$ cat config.mk
export PLATFORM = sky130hd
export DESIGN_NAME = aspc_core
export DESIGN_NICKNAME = d
export VERILOG_FILES = /design/src/rtl/aspc_pkg.sv /design/src/rtl/aspc_core.sv
export VERILOG_INCLUDE_DIRS = /design/src /design/src/rtl
export SDC_FILE = /design/constraint.sdc
export NUM_CORES = 1
export LEC_CHECK = 0
export ABC_AREA = 1
export BUFFER_PORTS_ARGS = -buffer_cell sky130_fd_sc_hd__buf_2
export CORE_UTILIZATION = 25
export CTS_CLUSTER_SIZE = 10
export DETAILED_ROUTE_END_ITERATION = 6
export PLACE_DENSITY_LB_ADDON = 0.25
export SYNTH_ARGS = -nofsm -noshare
export SYNTH_HDL_FRONTEND = slang
export SYNTH_SLANG_ARGS = --single-unit
$ cat constraint.sdc
create_clock -name clk -period 3.6 [get_ports clk]
set_input_delay 0.36 -clock clk [delete_from_list [all_inputs] [get_ports clk]]
set_output_delay 0.36 -clock clk [all_outputs]
set_load 0.01 [all_outputs]
$ cat src/rtl/aspc_map.svh
// Register offsets, field positions, reset values and timing counts of the serial port core.
`ifndef ASPC_MAP_SVH
`define ASPC_MAP_SVH
`define ASPC_OFF_DATA 12'h160
`define ASPC_OFF_RECEIVE_ERROR_STATUS 12'h164
`define ASPC_OFF_LINE 12'h168
`define ASPC_OFF_DIV 12'h16c
`define ASPC_OFF_PORT 12'h170
`define ASPC_BIT_FE 0
`define ASPC_BIT_PE 1
`define ASPC_BIT_ORE 2
`define ASPC_BIT_BRK 0
`define ASPC_BIT_PCHK 1
`define ASPC_BIT_PTYPE 2
`define ASPC_BIT_STOP2 3
`define ASPC_BIT_WLEN 4
`define ASPC_BIT_FIFOEN 6
`define ASPC_BIT_ENABLE 0
`define ASPC_RST_LINE 7'h00
`define ASPC_RST_DIV 10'h000
`define ASPC_REF_DIV 2'd3
`define ASPC_OS_PER_BIT 16
`define ASPC_SAMPLE_PHASE 4'd7
`define ASPC_LAST_PHASE 4'd15
`define ASPC_TMO_BITS 32
`define ASPC_TMO_TICKS (`ASPC_TMO_BITS * `ASPC_OS_PER_BIT)
`define ASPC_HALF 5'd8
`endif

$ cat src/rtl/aspc_pkg.sv
// Types shared by the serial port core.
package aspc_pkg;
  typedef enum logic [2:0] {
    ASPC_IDLE = 3'b000,
    ASPC_START = 3'b001,
    ASPC_DATA = 3'b011,
    ASPC_PAR = 3'b010,
    ASPC_STOP = 3'b110
  } aspc_state_e;
  typedef struct packed {
    logic fe;
    logic pe;
    logic [7:0] data;
  } aspc_rx_entry_s;
  typedef struct packed {
    logic sel;
    logic wr;
    logic [11:0] addr;
    logic [31:0] wdata;
  } aspc_bus_req_s;
endpackage

$ cat src/rtl/aspc_core.sv
// Full-duplex asynchronous serial port core with receive and transmit FIFOs.
// Operation
// [RQ1] Reference clock is the core clock divided by four.
// [RQ2] Reference divided by programmable 1..1024, then by 16, gives bit rate.
// [RQ3] Receive bit timing restarts on every edge of the input line.
// [RQ4] Each received bit is sampled after 8 of its 16 oversample ticks.
// [RQ5] Receiver strips start, parity and stop bits and stores the character.
// [RQ6] Enabled parity check flags a mismatch in the character's entry.
// [RQ7] A zero in the stop position flags a framing error in the entry.
// [RQ8] Arrival into a full receive FIFO sets the overrun flag.
// [RQ9] Disabled port with low input line raises the receive interrupt.
// [RQ10] Receive interrupt from more than half full, or any data when single-buffered.
// [RQ11] Receive interrupt after 32 idle bit periods with data waiting.
// [RQ12] Transmitter runs alongside receiver, framing and shifting FIFO characters.
// [RQ13] Empty transmit FIFO leaves the output line high.
// [RQ14] Transmit interrupt below half full, or empty holding buffer when single.
// [RQ15] Data read returns the oldest character and advances the FIFO.
// [RQ16] Data write pushes the character into the transmit FIFO.
// [RQ17] Short characters are zero-filled; upper data register bits read zero.
// [RQ18] Software reads the data before its error status.
// [RQ19] Frame: low start, 5 to 8 data bits LSB first, parity, 1-2 stops.
// [RQ20] Transmit FIFO 16 by 8 bits; receive FIFO 16 by 10 bits.
// [RQ21] Parity type one selects even parity, zero selects odd.
// [RQ22] A data register read clears the overrun flag.
// [RQ23] Above half means more than eight entries, below means fewer.
// [RQ24] After reset the port is disabled, FIFOs empty, output high.
`timescale 1ns/1ps
`include "aspc_map.svh"

module aspc_core #(
  parameter int DEPTH = 16,
  parameter int PTR_W = 4
) (
  input wire logic clk,
  input wire logic reset_n,
  input wire aspc_pkg::aspc_bus_req_s bus_req,
  output logic [31:0] bus_rdata,
  input wire logic rx_pin,
  output logic tx_pin,
  output logic receive_service_interrupt,
  output logic transmit_service_interrupt
);
  import aspc_pkg::*;

  // ****************************************
  // Helper functions
  // ****************************************

  // Keeps only the low character bits of a byte for a given size code.
  function automatic logic [7:0] char_mask(input logic [7:0] d, input logic [1:0] wl);
    logic [7:0] m;
    m = 8'hff >> (2'd3 - wl);
    return d & m;
  endfunction

  // Parity bit that makes the character meet the chosen parity type.
  function automatic logic par_bit(input logic [7:0] d, input logic [1:0] wl, input logic even);
    return (^char_mask(d, wl)) ^ ~even;
  endfunction

  // ****************************************
  // Registers and bus access
  // ****************************************
  logic [6:0] line_ff, nxt_line;
  logic [9:0] div_ff, nxt_div;
  logic en_ff, nxt_en;
  logic [31:0] rdata_ff, nxt_rdata;
  logic [1:0] err_ff, nxt_err;
  logic ore_ff, nxt_ore;
  logic rd_data, wr_data;
  logic [1:0] wlen;
  logic [3:0] nbits_m1;
  logic [4:0] limit;
  logic rx_push, rx_full, tx_pop;
  aspc_rx_entry_s rx_head, rx_new;
  logic [4:0] rx_cnt_ff, tx_cnt_ff;

  assign wlen = line_ff[`ASPC_BIT_WLEN +: 2];
  assign nbits_m1 = {2'b01, wlen};
  // Single buffering simply caps both FIFOs at one entry.
  assign limit = line_ff[`ASPC_BIT_FIFOEN] ? 5'(DEPTH) : 5'd1;
  assign rd_data = bus_req.sel && !bus_req.wr && bus_req.addr == `ASPC_OFF_DATA;
  assign wr_data = bus_req.sel && bus_req.wr && bus_req.addr == `ASPC_OFF_DATA;

  // Register writes, read data and the status that reads change.
  always_comb begin
    nxt_line = line_ff;
    nxt_div = div_ff;
    nxt_en = en_ff;
    nxt_rdata = rdata_ff;
    nxt_err = err_ff;
    nxt_ore = ore_ff;
    if (bus_req.sel && bus_req.wr) begin
      if (bus_req.addr == `ASPC_OFF_LINE) nxt_line = bus_req.wdata[6:0];
      if (bus_req.addr == `ASPC_OFF_DIV) nxt_div = bus_req.wdata[9:0];
      if (bus_req.addr == `ASPC_OFF_PORT) nxt_en = bus_req.wdata[`ASPC_BIT_ENABLE];
    end
    if (bus_req.sel && !bus_req.wr) begin
      nxt_rdata = 32'h0000_0000;
      unique case (bus_req.addr)
        // [RQ15] [RQ17] oldest character, zero-filled
        `ASPC_OFF_DATA: nxt_rdata[7:0] = rx_cnt_ff != 5'd0 ? rx_head.data : 8'h00;
        `ASPC_OFF_RECEIVE_ERROR_STATUS: nxt_rdata[2:0] = {ore_ff, err_ff[1], err_ff[0]};
        `ASPC_OFF_LINE: nxt_rdata[6:0] = line_ff;
        `ASPC_OFF_DIV: nxt_rdata[9:0] = div_ff;
        `ASPC_OFF_PORT: nxt_rdata[0] = en_ff;
        default: nxt_rdata = 32'h0000_0000;
      endcase
    end
    // [RQ18] error bits follow the character just read
    if (rd_data) nxt_err = rx_cnt_ff != 5'd0 ? {rx_head.pe, rx_head.fe} : 2'b00;
    // [RQ22] data read clears overrun
    if (rd_data) nxt_ore = 1'b0;
    // [RQ8] overrun set wins over clear
    if (rx_push && rx_full) nxt_ore = 1'b1;
  end

  // [RQ24] port comes up disabled.
  always_ff @(posedge clk or negedge reset_n) begin
    if (!reset_n) begin
      line_ff <= `ASPC_RST_LINE;
      div_ff <= `ASPC_RST_DIV;
      en_ff <= 1'b0;
      rdata_ff <= 32'h0000_0000;
      err_ff <= 2'b00;
      ore_ff <= 1'b0;
    end else begin
      line_ff <= nxt_line;
      div_ff <= nxt_div;
      en_ff <= nxt_en;
      rdata_ff <= nxt_rdata;
      err_ff <= nxt_err;
      ore_ff <= nxt_ore;
    end
  end
  assign bus_rdata = rdata_ff;

  // ****************************************
  // Baud generation
  // ****************************************
  logic [1:0] pre_ff, nxt_pre;
  logic [9:0] bdiv_ff, nxt_bdiv;
  logic os_tick;

  // Counters stay free-running; a divisor change applies to the count already in progress.
  always_comb begin
    // [RQ1] fixed divide by four
    nxt_pre = pre_ff + 2'd1;
    nxt_bdiv = bdiv_ff;
    // [RQ2] programmable divide, register holds divisor minus one
    if (pre_ff == `ASPC_REF_DIV) nxt_bdiv = bdiv_ff >= div_ff ? 10'd0 : bdiv_ff + 10'd1;
  end
  assign os_tick = pre_ff == `ASPC_REF_DIV && bdiv_ff >= div_ff;

  always_ff @(posedge clk or negedge reset_n) begin
    if (!reset_n) begin
      pre_ff <= 2'd0;
      bdiv_ff <= 10'd0;
    end else begin
      pre_ff <= nxt_pre;
      bdiv_ff <= nxt_bdiv;
    end
  end

  // ****************************************
  // FIFOs
  // ****************************************
  aspc_rx_entry_s rx_mem [DEPTH];
  logic [7:0] tx_mem [DEPTH];
  logic [PTR_W-1:0] rx_wp_ff, rx_rp_ff, tx_wp_ff, tx_rp_ff;
  logic [4:0] nxt_rx_cnt, nxt_tx_cnt;
  logic rx_pop, tx_push;

  // [RQ20] sixteen entries each, error bits kept with the character
  assign rx_full = rx_cnt_ff >= limit;
  assign rx_head = rx_mem[rx_rp_ff];
  assign rx_pop = rd_data && rx_cnt_ff != 5'd0;
  // A write into a full transmit FIFO is dropped rather than corrupting queued data.
  assign tx_push = wr_data && tx_cnt_ff < limit;

  // Occupancy counts.
  always_comb begin
    nxt_rx_cnt = rx_cnt_ff + 5'(rx_push && !rx_full) - 5'(rx_pop);
    nxt_tx_cnt = tx_cnt_ff + 5'(tx_push) - 5'(tx_pop);
  end

  always_ff @(posedge clk or negedge reset_n) begin
    if (!reset_n) begin
      rx_cnt_ff <= 5'd0;
      tx_cnt_ff <= 5'd0;
      rx_wp_ff <= '0;
      rx_rp_ff <= '0;
      tx_wp_ff <= '0;
      tx_rp_ff <= '0;
    end else begin
      rx_cnt_ff <= nxt_rx_cnt;
      tx_cnt_ff <= nxt_tx_cnt;
      // [RQ5] store stripped character
      if (rx_push && !rx_full) rx_wp_ff <= rx_wp_ff + 1'b1;
      // [RQ15] advance to next entry
      if (rx_pop) rx_rp_ff <= rx_rp_ff + 1'b1;
      // [RQ16] write goes into FIFO
      if (tx_push) tx_wp_ff <= tx_wp_ff + 1'b1;
      if (tx_pop) tx_rp_ff <= tx_rp_ff + 1'b1;
    end
  end

  // Storage carries no reset; only the pointers and occupancy counts define what is valid.
  always_ff @(posedge clk) begin
    if (rx_push && !rx_full) rx_mem[rx_wp_ff] <= rx_new;
    if (tx_push) tx_mem[tx_wp_ff] <= bus_req.wdata[7:0];
  end

  // ****************************************
  // Receiver
  // ****************************************
  logic rx_m_ff, rx_s_ff, rx_q_ff;
  aspc_state_e rx_st_ff, nxt_rx_st;
  logic [3:0] rx_ph_ff, nxt_rx_ph, rx_bit_ff, nxt_rx_bit;
  logic [7:0] rx_sh_ff, nxt_rx_sh;
  logic rx_pe_ff, nxt_rx_pe;
  logic rx_samp, rx_edge;

  assign rx_edge = rx_s_ff != rx_q_ff;
  // [RQ4] mid-bit sample after eight ticks
  assign rx_samp = os_tick && rx_ph_ff == `ASPC_SAMPLE_PHASE;

  // Frame unpacking.
  always_comb begin
    nxt_rx_st = rx_st_ff;
    nxt_rx_ph = os_tick ? rx_ph_ff + 4'd1 : rx_ph_ff;
    nxt_rx_bit = rx_bit_ff;
    nxt_rx_sh = rx_sh_ff;
    nxt_rx_pe = rx_pe_ff;
    rx_push = 1'b0;
    rx_new = '0;
    // [RQ3] resync bit timing on every edge
    if (rx_edge) nxt_rx_ph = 4'd0;
    unique case (rx_st_ff)
      ASPC_IDLE: begin
        nxt_rx_ph = 4'd0;
        // [RQ19] falling edge opens a frame
        if (en_ff && rx_edge && !rx_s_ff) nxt_rx_st = ASPC_START;
      end
      ASPC_START: begin
        // A start that is high again at mid-bit was a glitch.
        if (rx_samp) nxt_rx_st = rx_s_ff ? ASPC_IDLE : ASPC_DATA;
        nxt_rx_bit = 4'd0;
        nxt_rx_pe = 1'b0;
      end
      ASPC_DATA: if (rx_samp) begin
        // [RQ19] least significant bit first
        nxt_rx_sh = {rx_s_ff, rx_sh_ff[7:1]};
        nxt_rx_bit = rx_bit_ff + 4'd1;
        if (rx_bit_ff == nbits_m1) nxt_rx_st = line_ff[`ASPC_BIT_PCHK] ? ASPC_PAR : ASPC_STOP;
      end
      ASPC_PAR: if (rx_samp) begin
        // [RQ6] [RQ21] parity compare
        nxt_rx_pe = rx_s_ff != par_bit(rx_sh_ff >> (3'd7 - 3'(nbits_m1)), wlen, line_ff[`ASPC_BIT_PTYPE]);
        nxt_rx_st = ASPC_STOP;
      end
      ASPC_STOP: if (rx_samp) begin
        // [RQ5] [RQ17] align and zero-fill
        rx_new.data = char_mask(rx_sh_ff >> (3'd7 - 3'(nbits_m1)), wlen);
        rx_new.pe = rx_pe_ff;
        // [RQ7] zero in stop position
        rx_new.fe = !rx_s_ff;
        rx_push = 1'b1;
        nxt_rx_st = ASPC_IDLE;
      end
      default: nxt_rx_st = ASPC_IDLE;
    endcase
    if (!en_ff) nxt_rx_st = ASPC_IDLE;
  end

  always_ff @(posedge clk or negedge reset_n) begin
    if (!reset_n) begin
      rx_m_ff <= 1'b1;
      rx_s_ff <= 1'b1;
      rx_q_ff <= 1'b1;
      rx_st_ff <= ASPC_IDLE;
      rx_ph_ff <= 4'd0;
      rx_bit_ff <= 4'd0;
      rx_sh_ff <= 8'h00;
      rx_pe_ff <= 1'b0;
    end else begin
      rx_m_ff <= rx_pin;
      rx_s_ff <= rx_m_ff;
      rx_q_ff <= rx_s_ff;
      rx_st_ff <= nxt_rx_st;
      rx_ph_ff <= nxt_rx_ph;
      rx_bit_ff <= nxt_rx_bit;
      rx_sh_ff <= nxt_rx_sh;
      rx_pe_ff <= nxt_rx_pe;
    end
  end

  // ****************************************
  // Transmitter
  // ****************************************
  aspc_state_e tx_st_ff, nxt_tx_st;
  logic [3:0] tx_ph_ff, nxt_tx_ph, tx_bit_ff, nxt_tx_bit;
  logic [7:0] tx_sh_ff, nxt_tx_sh;
  logic tx_par_ff, nxt_tx_par, tx_ff, nxt_tx, tx_stop2_ff, nxt_tx_stop2;
  logic tx_end;

  assign tx_end = os_tick && tx_ph_ff == `ASPC_LAST_PHASE;
  // [RQ12] fetch only between frames; break stops fetching
  // Fetching on an oversample tick keeps the start bit a full sixteen ticks long.
  assign tx_pop = tx_st_ff == ASPC_IDLE && en_ff && !line_ff[`ASPC_BIT_BRK] && tx_cnt_ff != 5'd0 && os_tick;

  // Frame building; break is honoured only between frames.
  always_comb begin
    nxt_tx_st = tx_st_ff;
    nxt_tx_ph = os_tick ? tx_ph_ff + 4'd1 : tx_ph_ff;
    nxt_tx_bit = tx_bit_ff;
    nxt_tx_sh = tx_sh_ff;
    nxt_tx_par = tx_par_ff;
    nxt_tx_stop2 = tx_stop2_ff;
    nxt_tx = tx_ff;
    unique case (tx_st_ff)
      ASPC_IDLE: begin
        nxt_tx_ph = 4'd0;
        nxt_tx_bit = 4'd0;
        // [RQ13] idle high, low only for break
        nxt_tx = !(en_ff && line_ff[`ASPC_BIT_BRK]);
        if (tx_pop) begin
          nxt_tx_sh = tx_mem[tx_rp_ff];
          // [RQ21] generated parity
          nxt_tx_par = par_bit(tx_mem[tx_rp_ff], wlen, line_ff[`ASPC_BIT_PTYPE]);
          nxt_tx_stop2 = line_ff[`ASPC_BIT_STOP2];
          nxt_tx_st = ASPC_START;
          // [RQ19] start bit low
          nxt_tx = 1'b0;
        end
      end
      ASPC_START: if (tx_end) begin
        nxt_tx_st = ASPC_DATA;
        nxt_tx = tx_sh_ff[0];
      end
      ASPC_DATA: if (tx_end) begin
        nxt_tx_sh = {1'b0, tx_sh_ff[7:1]};
        nxt_tx_bit = tx_bit_ff + 4'd1;
        nxt_tx = tx_sh_ff[1];
        if (tx_bit_ff == nbits_m1) begin
          nxt_tx_st = line_ff[`ASPC_BIT_PCHK] ? ASPC_PAR : ASPC_STOP;
          nxt_tx = line_ff[`ASPC_BIT_PCHK] ? tx_par_ff : 1'b1;
        end
      end
      ASPC_PAR: if (tx_end) begin
        nxt_tx_st = ASPC_STOP;
        nxt_tx = 1'b1;
      end
      ASPC_STOP: if (tx_end) begin
        // [RQ19] one or two stop bits
        nxt_tx_stop2 = 1'b0;
        if (!tx_stop2_ff) nxt_tx_st = ASPC_IDLE;
      end
      default: nxt_tx_st = ASPC_IDLE;
    endcase
    if (!en_ff) begin
      nxt_tx_st = ASPC_IDLE;
      nxt_tx = 1'b1;
    end
  end

  // [RQ24] output line high from reset.
  always_ff @(posedge clk or negedge reset_n) begin
    if (!reset_n) begin
      tx_st_ff <= ASPC_IDLE;
      tx_ph_ff <= 4'd0;
      tx_bit_ff <= 4'd0;
      tx_sh_ff <= 8'h00;
      tx_par_ff <= 1'b0;
      tx_stop2_ff <= 1'b0;
      tx_ff <= 1'b1;
    end else begin
      tx_st_ff <= nxt_tx_st;
      tx_ph_ff <= nxt_tx_ph;
      tx_bit_ff <= nxt_tx_bit;
      tx_sh_ff <= nxt_tx_sh;
      tx_par_ff <= nxt_tx_par;
      tx_stop2_ff <= nxt_tx_stop2;
      tx_ff <= nxt_tx;
    end
  end
  assign tx_pin = tx_ff;

  // ****************************************
  // Timeout and service interrupts
  // ****************************************
  logic [9:0] tmo_ff, nxt_tmo;
  logic rxi_ff, nxt_rxi, txi_ff, nxt_txi;

  // Interrupt levels are recomputed every cycle; no sticky state is needed.
  always_comb begin
    nxt_tmo = tmo_ff;
    // [RQ11] idle time since last character
    if (!en_ff || rx_cnt_ff == 5'd0 || rx_st_ff != ASPC_IDLE || rx_pop) nxt_tmo = 10'd0;
    else if (os_tick && tmo_ff <= 10'(`ASPC_TMO_TICKS)) nxt_tmo = tmo_ff + 10'd1;
    // [RQ9] disabled port, low line
    nxt_rxi = !en_ff && !rx_s_ff;
    // [RQ10] [RQ23] more than eight, or any when single
    if (en_ff && line_ff[`ASPC_BIT_FIFOEN] && rx_cnt_ff > `ASPC_HALF) nxt_rxi = 1'b1;
    if (en_ff && !line_ff[`ASPC_BIT_FIFOEN] && rx_cnt_ff != 5'd0) nxt_rxi = 1'b1;
    // [RQ11] timeout expired
    if (tmo_ff > 10'(`ASPC_TMO_TICKS)) nxt_rxi = 1'b1;
    // [RQ14] [RQ23] fewer than eight, or empty holding buffer
    nxt_txi = line_ff[`ASPC_BIT_FIFOEN] ? tx_cnt_ff < `ASPC_HALF : tx_cnt_ff == 5'd0;
  end

  always_ff @(posedge clk or negedge reset_n) begin
    if (!reset_n) begin
      tmo_ff <= 10'd0;
      rxi_ff <= 1'b0;
      txi_ff <= 1'b0;
    end else begin
      tmo_ff <= nxt_tmo;
      rxi_ff <= nxt_rxi;
      txi_ff <= nxt_txi;
    end
  end
  assign receive_service_interrupt = rxi_ff;
  assign transmit_service_interrupt = txi_ff;

endmodule // aspc_core

# After elaboration in Yosys (flattened, before gate mapping)
# Memory sizes are Yosys's and may differ from the RTL's.
# Index checks and enable logic that the tools add are counted.
# op_classes
addsub,17
eq_ne,39
reduce_logical,64
n_shift,2
n_bitwise,5
order_cmp,7
mul,0
muxes,69
div_mod_pow,0
# op_table
operator,count
$eq A12 B9 Y1 const B,5
$mux W10,5
$mux W3,16
$ne A3 B3 Y1 const B,13
$add A4 B1 Y4 const B,8
$pmux W3 S5,2
$mux W4,7
$logic_and A1 B1 Y1,24
$mux W8,3
$mux W1,22
$add A10 B1 Y10 const B,2
$and A8 B8 Y8,2
$pmux W4 S2,2
$pmux W8 S2,1
$reduce_and A2 Y1,8
$reduce_xor A8 Y1,2
$reduce_bool A2 Y1,7
$eq A3 B2 Y1 const B,4
$pmux W4 S3,1
$add A5 B1 Y5,2
$ge A10 B10 Y1,1
$gt A10 B10 Y1 const B,1
$le A10 B10 Y1 const B,1
$logic_not A5 Y1,2
36 further kinds,62
# word_totals
inputBits,49
out_inout_bits,35
word_cells,237
latchBits,0
mem_bits_rw,288
regBits,126
memories,2
romBits,0
# memory_table
memory,words,width,read_ports,rd_clocked_by_memory_dff,wr,line,source
rx_mem,16,10,1,0,1,aspc_core.sv:168,aspc_rx_entry_s rx_mem [DEPTH];
tx_mem,16,8,1,0,1,aspc_core.sv:169,logic [7:0] tx_mem [DEPTH];

# Logic depth before layout (Yosys ltp)
# Gate-level depths: netlist of the first run.
# depth
word_depth,8
ltp_mapped,22
mapped_depth_nobuf,21

# Worst setup path after synthesis of the first run
# Ideal clock, no wire load.
# synth_timing
path_kind,register to register
startpoint,register bdiv_ff[4]
endpoint,register rx_cnt_ff[4]
arrival_ns,3.120
stages_incl_launch_ff,22
period_less_slack_ns,3.199
setup_time_ns,0.079
n_path_buf,1
path_slack_ns,0.401
required_time_ns,3.521
path_cell_list,dfrtp_1 -> ha_1 -> nand2_1 -> nor2_2 -> nand3_1 -> o211ai_1 -> nand2_1 -> nand2_1 -> nand2_2 -> nor3_4 -> nand2_2 -> clkinv_2 -> nand3_4 -> buf_6 -> ha_1 -> inv_1 -> ha_1 -> fa_1 -> a21oi_1 -> nor2_1 -> nor2_1 -> xor2_1
# synth_via
elab_chain_cells,8
# synth_lines
item,line,source
from (decl),aspc_core.sv:142,"logic [9:0] bdiv_ff, nxt_bdiv;"
from (signal assigned),aspc_core.sv:161,bdiv_ff <= nxt_bdiv;
$ge A10 B10 Y1,aspc_core.sv:153,assign os_tick = pre_ff == `ASPC_REF_DIV && bdiv_ff >= div_ff;
$logic_and A1 B1 Y1,aspc_core.sv:153,
$logic_and A1 B1 Y1 (no source line),--,
$mux W1,aspc_core.sv:262,ASPC_STOP: if (rx_samp) begin
$mux W1,aspc_core.sv:239,unique case (rx_st_ff)
$logic_and A1 B1 Y1,aspc_core.sv:183,nxt_rx_cnt = rx_cnt_ff + 5'(rx_push && !rx_full) - 5'(rx_pop);
$add A5 B1 Y5,aspc_core.sv:183,
$sub A5 B1 Y5,aspc_core.sv:183,
via nxt_rx_cnt[4],aspc_core.sv:171,"logic [4:0] nxt_rx_cnt, nxt_tx_cnt;"
to (signal assigned),aspc_core.sv:196,rx_cnt_ff <= nxt_rx_cnt;
to (decl),aspc_core.sv:76,"logic [4:0] rx_cnt_ff, tx_cnt_ff;"
# The timed path passes the listed nets, and every way through them passes these cells.
# A chain may end at the register's enable or synchronous reset.

# Worst setup path in the final report of the first run
# layout_timing
startpoint,register div_ff[5]
endpoint,register rx_cnt_ff[4]
# layout_via
elab_chain_cells,8
# layout_lines
item,line,source
from (decl),aspc_core.sv:65,"logic [9:0] div_ff, nxt_div;"
from (signal assigned),aspc_core.sv:122,div_ff <= `ASPC_RST_DIV;
from (signal assigned),aspc_core.sv:129,div_ff <= nxt_div;
$ge A10 B10 Y1,aspc_core.sv:153,
$logic_and A1 B1 Y1,aspc_core.sv:153,
$logic_and A1 B1 Y1 (no source line),--,
$mux W1,aspc_core.sv:262,
$mux W1,aspc_core.sv:239,
$logic_and A1 B1 Y1,aspc_core.sv:183,
$add A5 B1 Y5,aspc_core.sv:183,
$sub A5 B1 Y5,aspc_core.sv:183,
via nxt_rx_cnt[4],aspc_core.sv:171,
# The timed path passes the listed nets, and every way through them passes these cells.

==> results of run 1 <==
-- cell usage in the layout, fill, tap and decap left out, types with 3 or more instances in the layout --
cell             n
dfstp_2          4
xor2_1          28
inv_1          242
dlygate4sd3_1    4
mux2i_1         33
edfxtp_1       288
ha_1            50
clkbuf_1        36
o22ai_1          7
o21ai_0        170
o21ai_1         11
clkinv_1         4
inv_2            6
a22o_1           3
dfrtp_1        120
buf_12           3
clkbuf_16       50
a31oi_1          4
nor3_1          28
nand2_1        336
conb_1          22
buf_4           67
o211ai_1        34
nand3_1        147
nor2_2           9
a21oi_1         73
nor2_1         129
nor4_1           3
nand2_2          4
xnor2_1          7
buf_2           38
nand4_1         14
o31ai_1          5
mux2_2           3
-- logic make-up after synthesis --
family | share of synthesized area, %
other | 0.01944
muxes | 1.887
AOI/OAI and AO/OA | 8.981
buffers and inverters | 7.684
adders and majority gates | 3.450
DFF | 61.19
and+or+nand+nor | 15.20
xor gates and xnor gates | 1.589
-- metrics by stage --
step	hold slack, ns	total power, mW	std cells	area, sq um	utilization [%]
global route	0.1931	13.50	3045	22420	29.42
detailed placement	0.3527	8.257	2949	20900	27.43
floorplan	0.06441	7.496	1905	19370	-
global placement	0.3502	8.208	2949	20900	27.43
finish	0.2053	12.72	3045	22420	29.42
CTS	0.1752	12.91	3045	22410	29.41
-- area by class of cell --
cell class / instances / area [sq um] / share of cell area, %
sequential: 414 / 11810 / 52.69
multi-input combinational: 1143 / 6087 / 27.15
clock buffer: 86 / 1386 / 6.184
tap: 1030 / 1289 / 5.749
inverter: 253 / 953.4 / 4.253
timing repair buffer: 113 / 804.5 / 3.589
clock inverter: 6 / 85.08 / 0.3795
-- per-layer routing --
metal	wire, um	track usage (%)	share of wire [%]
met5	0	0	0
met4	1174	3.951	2.4
met3	2461	2.452	5.0
met2	23110	20.84	47
met1	22470	16.73	46
-- registers in the layout (all words and copies together), names as in the netlist, 5 cells and up --
signal     flops
bdiv_ff       10
tx_sh_ff       8
rx_mem       160
rx_cnt_ff      5
tmo_ff        10
bus_rdata     10
rx_sh_ff       8
tx_cnt_ff      5
line_ff        7
tx_mem       128
div_ff        10
-- power by group through the flow --
stage	sequential [mW]	clock [mW]	combinational, mW
CTS	5.44	4.72	2.74
global route	5.47	4.91	3.11
global placement	5.53	0	2.68
floorplan	5.48	0	2.02
finish	5.44	4.59	2.69
detailed placement	5.53	0	2.72
-- how the worst max path moves through the flow --
| stage | startpoint | end | slack, ns |
|---|---|---|---|
| finish | div_ff[5]$_DFFE_PN0P_ | rx_cnt_ff[4]$_DFF_PN0_ | 0.32 |
| global route | div_ff[5]$_DFFE_PN0P_ | rx_cnt_ff[4]$_DFF_PN0_ | 0.04 |
| CTS | div_ff[5]$_DFFE_PN0P_ | tx_cnt_ff[4]$_DFF_PN0_ | 0.22 |
| detailed placement | bdiv_ff[7]$_DFFE_PN0N_ | tx_cnt_ff[4]$_DFF_PN0_ | 0.25 |
| global placement | bdiv_ff[7]$_DFFE_PN0N_ | tx_cnt_ff[4]$_DFF_PN0_ | 0.21 |
| floorplan | bdiv_ff[4]$_DFFE_PN0N_ | rx_cnt_ff[4]$_DFF_PN0_ | 0.40 |
-- timing repair --
item                                    in CTS  in global routing
hold buffers                                 4                  0
endpoints found under the hold margin       85                  0
endpoints found under the setup margin       0                  1
resized for setup                            0                  3
==> results.tsv, run 1 <==
metric	value	unit
outcome	finished, final reports clean	
Final GP Congestion	0.8332	
setup TNS	0	ns
Power Internal	8.760	mW
Initial Util	25.32	%
slack of the worst reg-to-reg path	0.32	ns
Worst Hold Depth	1	
Top-Level Pins	84	
#FFs+latches synth	414	
Slew @ Worst Pin	0.9465	ns
crit path max fanout	4	
# Post-CTS Setup Buffers	0	
Critical Path Slowest Stage Cell	fa_1	
Cells after Synth	1884	
Pwr Density	567.5	nW/um^2
setup ws final	0.3231	ns
CTS tree	built	
CP Buf/Inv Count	3	
Max Slew Vio Count	0	
Netlist Area Pre-Place	19290	sq um
Yosys top cell area share	44.82	%
Req. time, crit path	4.13	ns
Netlist cell types	53	
# H-tree levels	2	
post-synthesis sequential area ratio	61.19	%
detailed router's first-iteration violation count	872	
sequential power share	42.8	%
DIE AREA	78290	sq um
number of core rows	101	
max cap viols	0	
DRT Pass-1 Iters	5	
Num Clock Sinks	414	
layout cells sized above 1	10.07	%
area of the core	76200	sq um
synthesized area per cell	10.24	sq um
Relative slew margins	36.90	%
Top FF cell, synth	edfxtp_1	
number of flops mapped to enable cells by yosys	288	
area leader, netlist	edfxtp_1	
Skew-Pair Late Insertion Delay	0.61	ns
initial antenna violation count	1	
startpoint types	register	
remaining global-route overflow	0	
Setup CP Type	reg -> reg	
R2R Path Start	div_ff[5]$_DFFE_PN0P_	
RSZ-0062 raised after global routing	no	
synth top area cells	edfxtp_1 (45%), dfrtp_1 (16%), nand2_1 (6.5%)	
maximum vdd drop	0.3673	mV
CTS root buf	clkbuf_16	
Critical Path AT	3.81	ns
wire per inst	16.16	um
Critical Path Stages	21	
DRT Wirelength	49220	um
hpwl dp	32780	um
die width	279.8	um
vias in the first global route	13060	
Tcrit/Tclk final	91.03	%
worst r2r dst	rx_cnt_ff[4]$_DFF_PN0_	
remaining antenna violation count	0	
Async SR Flop Fraction	30.43	%
clk buf depth	3	
Synth warnings	0	
HP Class	in -> reg	
# diodes	0	
routed vias/inst	4.327	
nets@finish	2075	
Num CTS Buffers	49	
Crit. End Element	register	
Setup Viol. Count Final	0	
R2R depth	21	
clock slew at reported path FFs	0.06	ns
skew final	0.04114	ns
Max Fclk	305.2	MHz
GR Util All Layers	12.67	%
clock share of power	36.0	%
min-delay src	bus_req[0]	
Filler Cell Count	7976	
CP cell instances	inv_1, ha_1, nand2_1, nor2_2, nand3_1, o211ai_1, nand2_1, nand2_1, nand2_2, nor3_4, nand2_2, clkinv_2, nand3_4, ha_1, inv_1, ha_1, fa_1, a21oi_1, nor2_1, nor2_1, xor2_1	
fin crit period	3.277	ns
Area Growth Syn to Fin	16.18	%
WHS Endpoint	tx_mem[1][0]$_DFFE_PP_	
slowest stage delay, CP	0.40	ns
largest net degree at the start of global routing	87	
Die Span Y	279.8	um
Sw Share	31.14	%
Logic pwr share	21.2	%
Psw	3.962	mW
Pleak	8.874	nW
commonest cells in the netlist	nand2_1 (336), edfxtp_1 (288), inv_1 (242)	
Remaining DRCs	0	
first-pass GRT wire length	76230	um
port buffer count	39	
via count	13180	
most common cell in the netlist	nand2_1	
pre-CTS setup slack	0.2511	ns
Top Family by Delay on Critical Path	adder cells	
Final Hold Vio Count	0	
Power figures use the tool's default switching activity.
==> inputs of run 2 (changes only) <==
- clock period: 3.6 -> 4.1 ns (I/O delays scaled with it)
==> results.tsv, run 2 (synthesized netlist as in run 1, its figures left out) <==
metric	value	unit	change
outcome	finished, final reports clean		
# diodes	0		unchanged
largest register by flop count	rx_mem		
Req. time, crit path	4.61	ns	+0.48 ns
wire per inst	16.25	um	+0.51%
Final GP Congestion	0.8277		-0.66%
crit path max fanout	12		+8
Area Growth Syn to Fin	15.53	%	
R2R Path Start	div_ff[5]$_DFFE_PN0P_		
remaining antenna violation count	0		unchanged
nets@finish	2058		-0.82%
crit path from	div_ff[5]$_DFFE_PN0P_		
Pleak	8.803	nW	-0.81%
Initial Util	25.32	%	unchanged
most frequent cells in the layout	nand2_1 (336), edfxtp_1 (288), inv_1 (242)		
Crit. End Element	register		
Slew @ Worst Pin	0.8099	ns	-0.1366 ns
CTS root buf	clkbuf_16		
detailed router's first-iteration violation count	1001		+15%
Filler Cell Count	7883		-1.2%
Max Slew Vio Count	0		unchanged
PostCTS Resize Cnt	0		unchanged
max reg flops	160		unchanged
CP Buf/Inv Count	3		unchanged
DIE AREA	78290	sq um	unchanged
Die Span Y	279.8	um	unchanged
number of core rows	101		unchanged
clock slew at reported path FFs	0.06	ns	about the same
Tcrit/Tclk final	87.34	%	-3.7 points
setup ws final	0.5192	ns	+0.1961 ns
via count	13160		-0.14%
Top-Level Pins	84		unchanged
Skew-Pair Late Insertion Delay	0.59	ns	-0.02 ns
Critical Path Slowest Stage Cell	fa_1		
remaining global-route overflow	0		unchanged
Num Clock Sinks	414		unchanged
Relative slew margins	46.01	%	+9.1 points
DRT Pass-1 Iters	7		+2
Pwr Density	505.3	nW/um^2	-11%
RSZ-0062 raised after global routing	no		
Remaining DRCs	0		unchanged
skew final	0.02956	ns	-0.01159 ns
pre-CTS setup slack	0.4979	ns	+0.2469 ns
hpwl dp	32310	um	-1.4%
Final Hold Vio Count	0		unchanged
Top Family by Delay on Critical Path	simple AND/OR/NAND/NOR gates		
GR Util All Layers	12.53	%	-0.13 points
first-pass GRT wire length	75480	um	-0.99%
largest net degree at the start of global routing	80		-8.0%
DRT Wirelength	49160	um	-0.12%
Setup Viol. Count Final	0		unchanged
Critical Path AT	4.09	ns	+0.28 ns
CTS tree	built		
maximum vdd drop	0.3680	mV	+0.19%
clk buf depth	3		unchanged
fin crit period	3.581	ns	+0.3039 ns
Layout Cells excl Fill	3026		-0.62%
initial antenna violation count	2		+1
Setup CP Type	reg -> reg		
placed cell count	2933		-0.54%
die width	279.8	um	unchanged
Max Fclk	279.3	MHz	-8.5%
most common cell after layout, fill and taps aside	nand2_1		
layout cells sized above 1	9.619	%	-0.46 points
# H-tree levels	2		unchanged
setup TNS	0	ns	unchanged
area of the core	76200	sq um	unchanged
vias in the first global route	13090		+0.24%
slowest stage delay, CP	0.41	ns	about the same
CP cell instances	inv_1, ha_1, nand2_1, nor2_2, nand3_1, o211ai_1, nand2_1, nand2_1, nand2_2, nor3_4, nand2_2, clkinv_2, nand3_4, ha_1, inv_1, ha_1, fa_1, a21oi_1, nor2_1, nor2_1, xor2_1		
Num CTS Buffers	50		+2.0%
min-delay src	bus_req[9]		
routed vias/inst	4.348		+0.48%
max cap viols	0		unchanged
HP Class	in -> reg		
largest registers	rx_mem: 160 flops, tx_mem: 128 flops		
startpoint types	register		
hold_ws	0.05577	ns	-0.1495 ns
port buffer count	39		unchanged
[run 2: cell types whose count changed in the layout (fill, tap and decap cells not counted), sizes merged]
cell,delta
bufinv,+1
clkbuf,-2
dlygate4sd3,-2
buf,-16
[run 2: per-layer routing]
metal  wire length [um]  part of all wire (%)  up-vias  track usage, %
li1                   -                     -     6468               -
met1              22600                    46     6357           16.54
met2              23110                    47      252           20.66
met3               2116                   4.3       79           2.085
met4               1341                   2.7        0           4.456
met5                  0                     0        -               0
[run 2: final cells by class]
cell class / count / area, sq um / share of cell area [%]
Timing Repair Buffer: 95 / 639.4 / 2.868
Tap cell: 1030 / 1289 / 5.781
Sequential cell: 414 / 11810 / 52.99
Clock buffer: 84 / 1429 / 6.410
Inverter: 253 / 950.9 / 4.266
Multi-Input combinational cell: 1143 / 6085 / 27.30
Clock inverter: 7 / 87.58 / 0.3929
[run 2: path summary, 6_finish.rpt]
| kind | end | depth (start not counted) | slack [ns] |
|---|---|---|---|
| worst min-delay path | div_ff[9]$_DFFE_PN0P_ | 2 | 0.06 |
| worst min register to register | rx_s_ff$_DFF_PN1_ | 0 | 0.36 |
| max in group asynchronous | tx_ph_ff[3]$_DFFE_PN0P_ | 3 | 2.71 |
| worst max-delay path | rx_cnt_ff[4]$_DFF_PN0_ | 21 | 0.52 |
| min in group asynchronous | rx_rp_ff[1]$_DFFE_PN0P_ | 2 | 0.43 |
| worst max register to register | rx_cnt_ff[4]$_DFF_PN0_ | 21 | 0.52 |
[run 2: repair_timing]
action | 4_1_cts | 5_1_grt
setup buffers | 0 | 0
endpoints found under the hold margin | 70 | 0
hold buffers | 2 | 0
[run 2: stage by stage]
stage	area (sq um)	util [%]	total power [mW]
6_report	22290	29.25	11.26
5_1_grt	22290	29.25	11.87
4_1_cts	22290	29.25	11.41
3_5_place_dp	20750	27.24	7.205
3_3_place_gp	20750	27.24	7.174
2_1_floorplan	19370	-	6.581
[run 2: power breakdown]
part	total (mW)	leakage [nW]	switching (mW)	internal, mW
clock	4.16	0.727	1.73	2.43
combinational	2.31	4.22	1.58	0.729
sequential	4.79	3.86	0.153	4.64
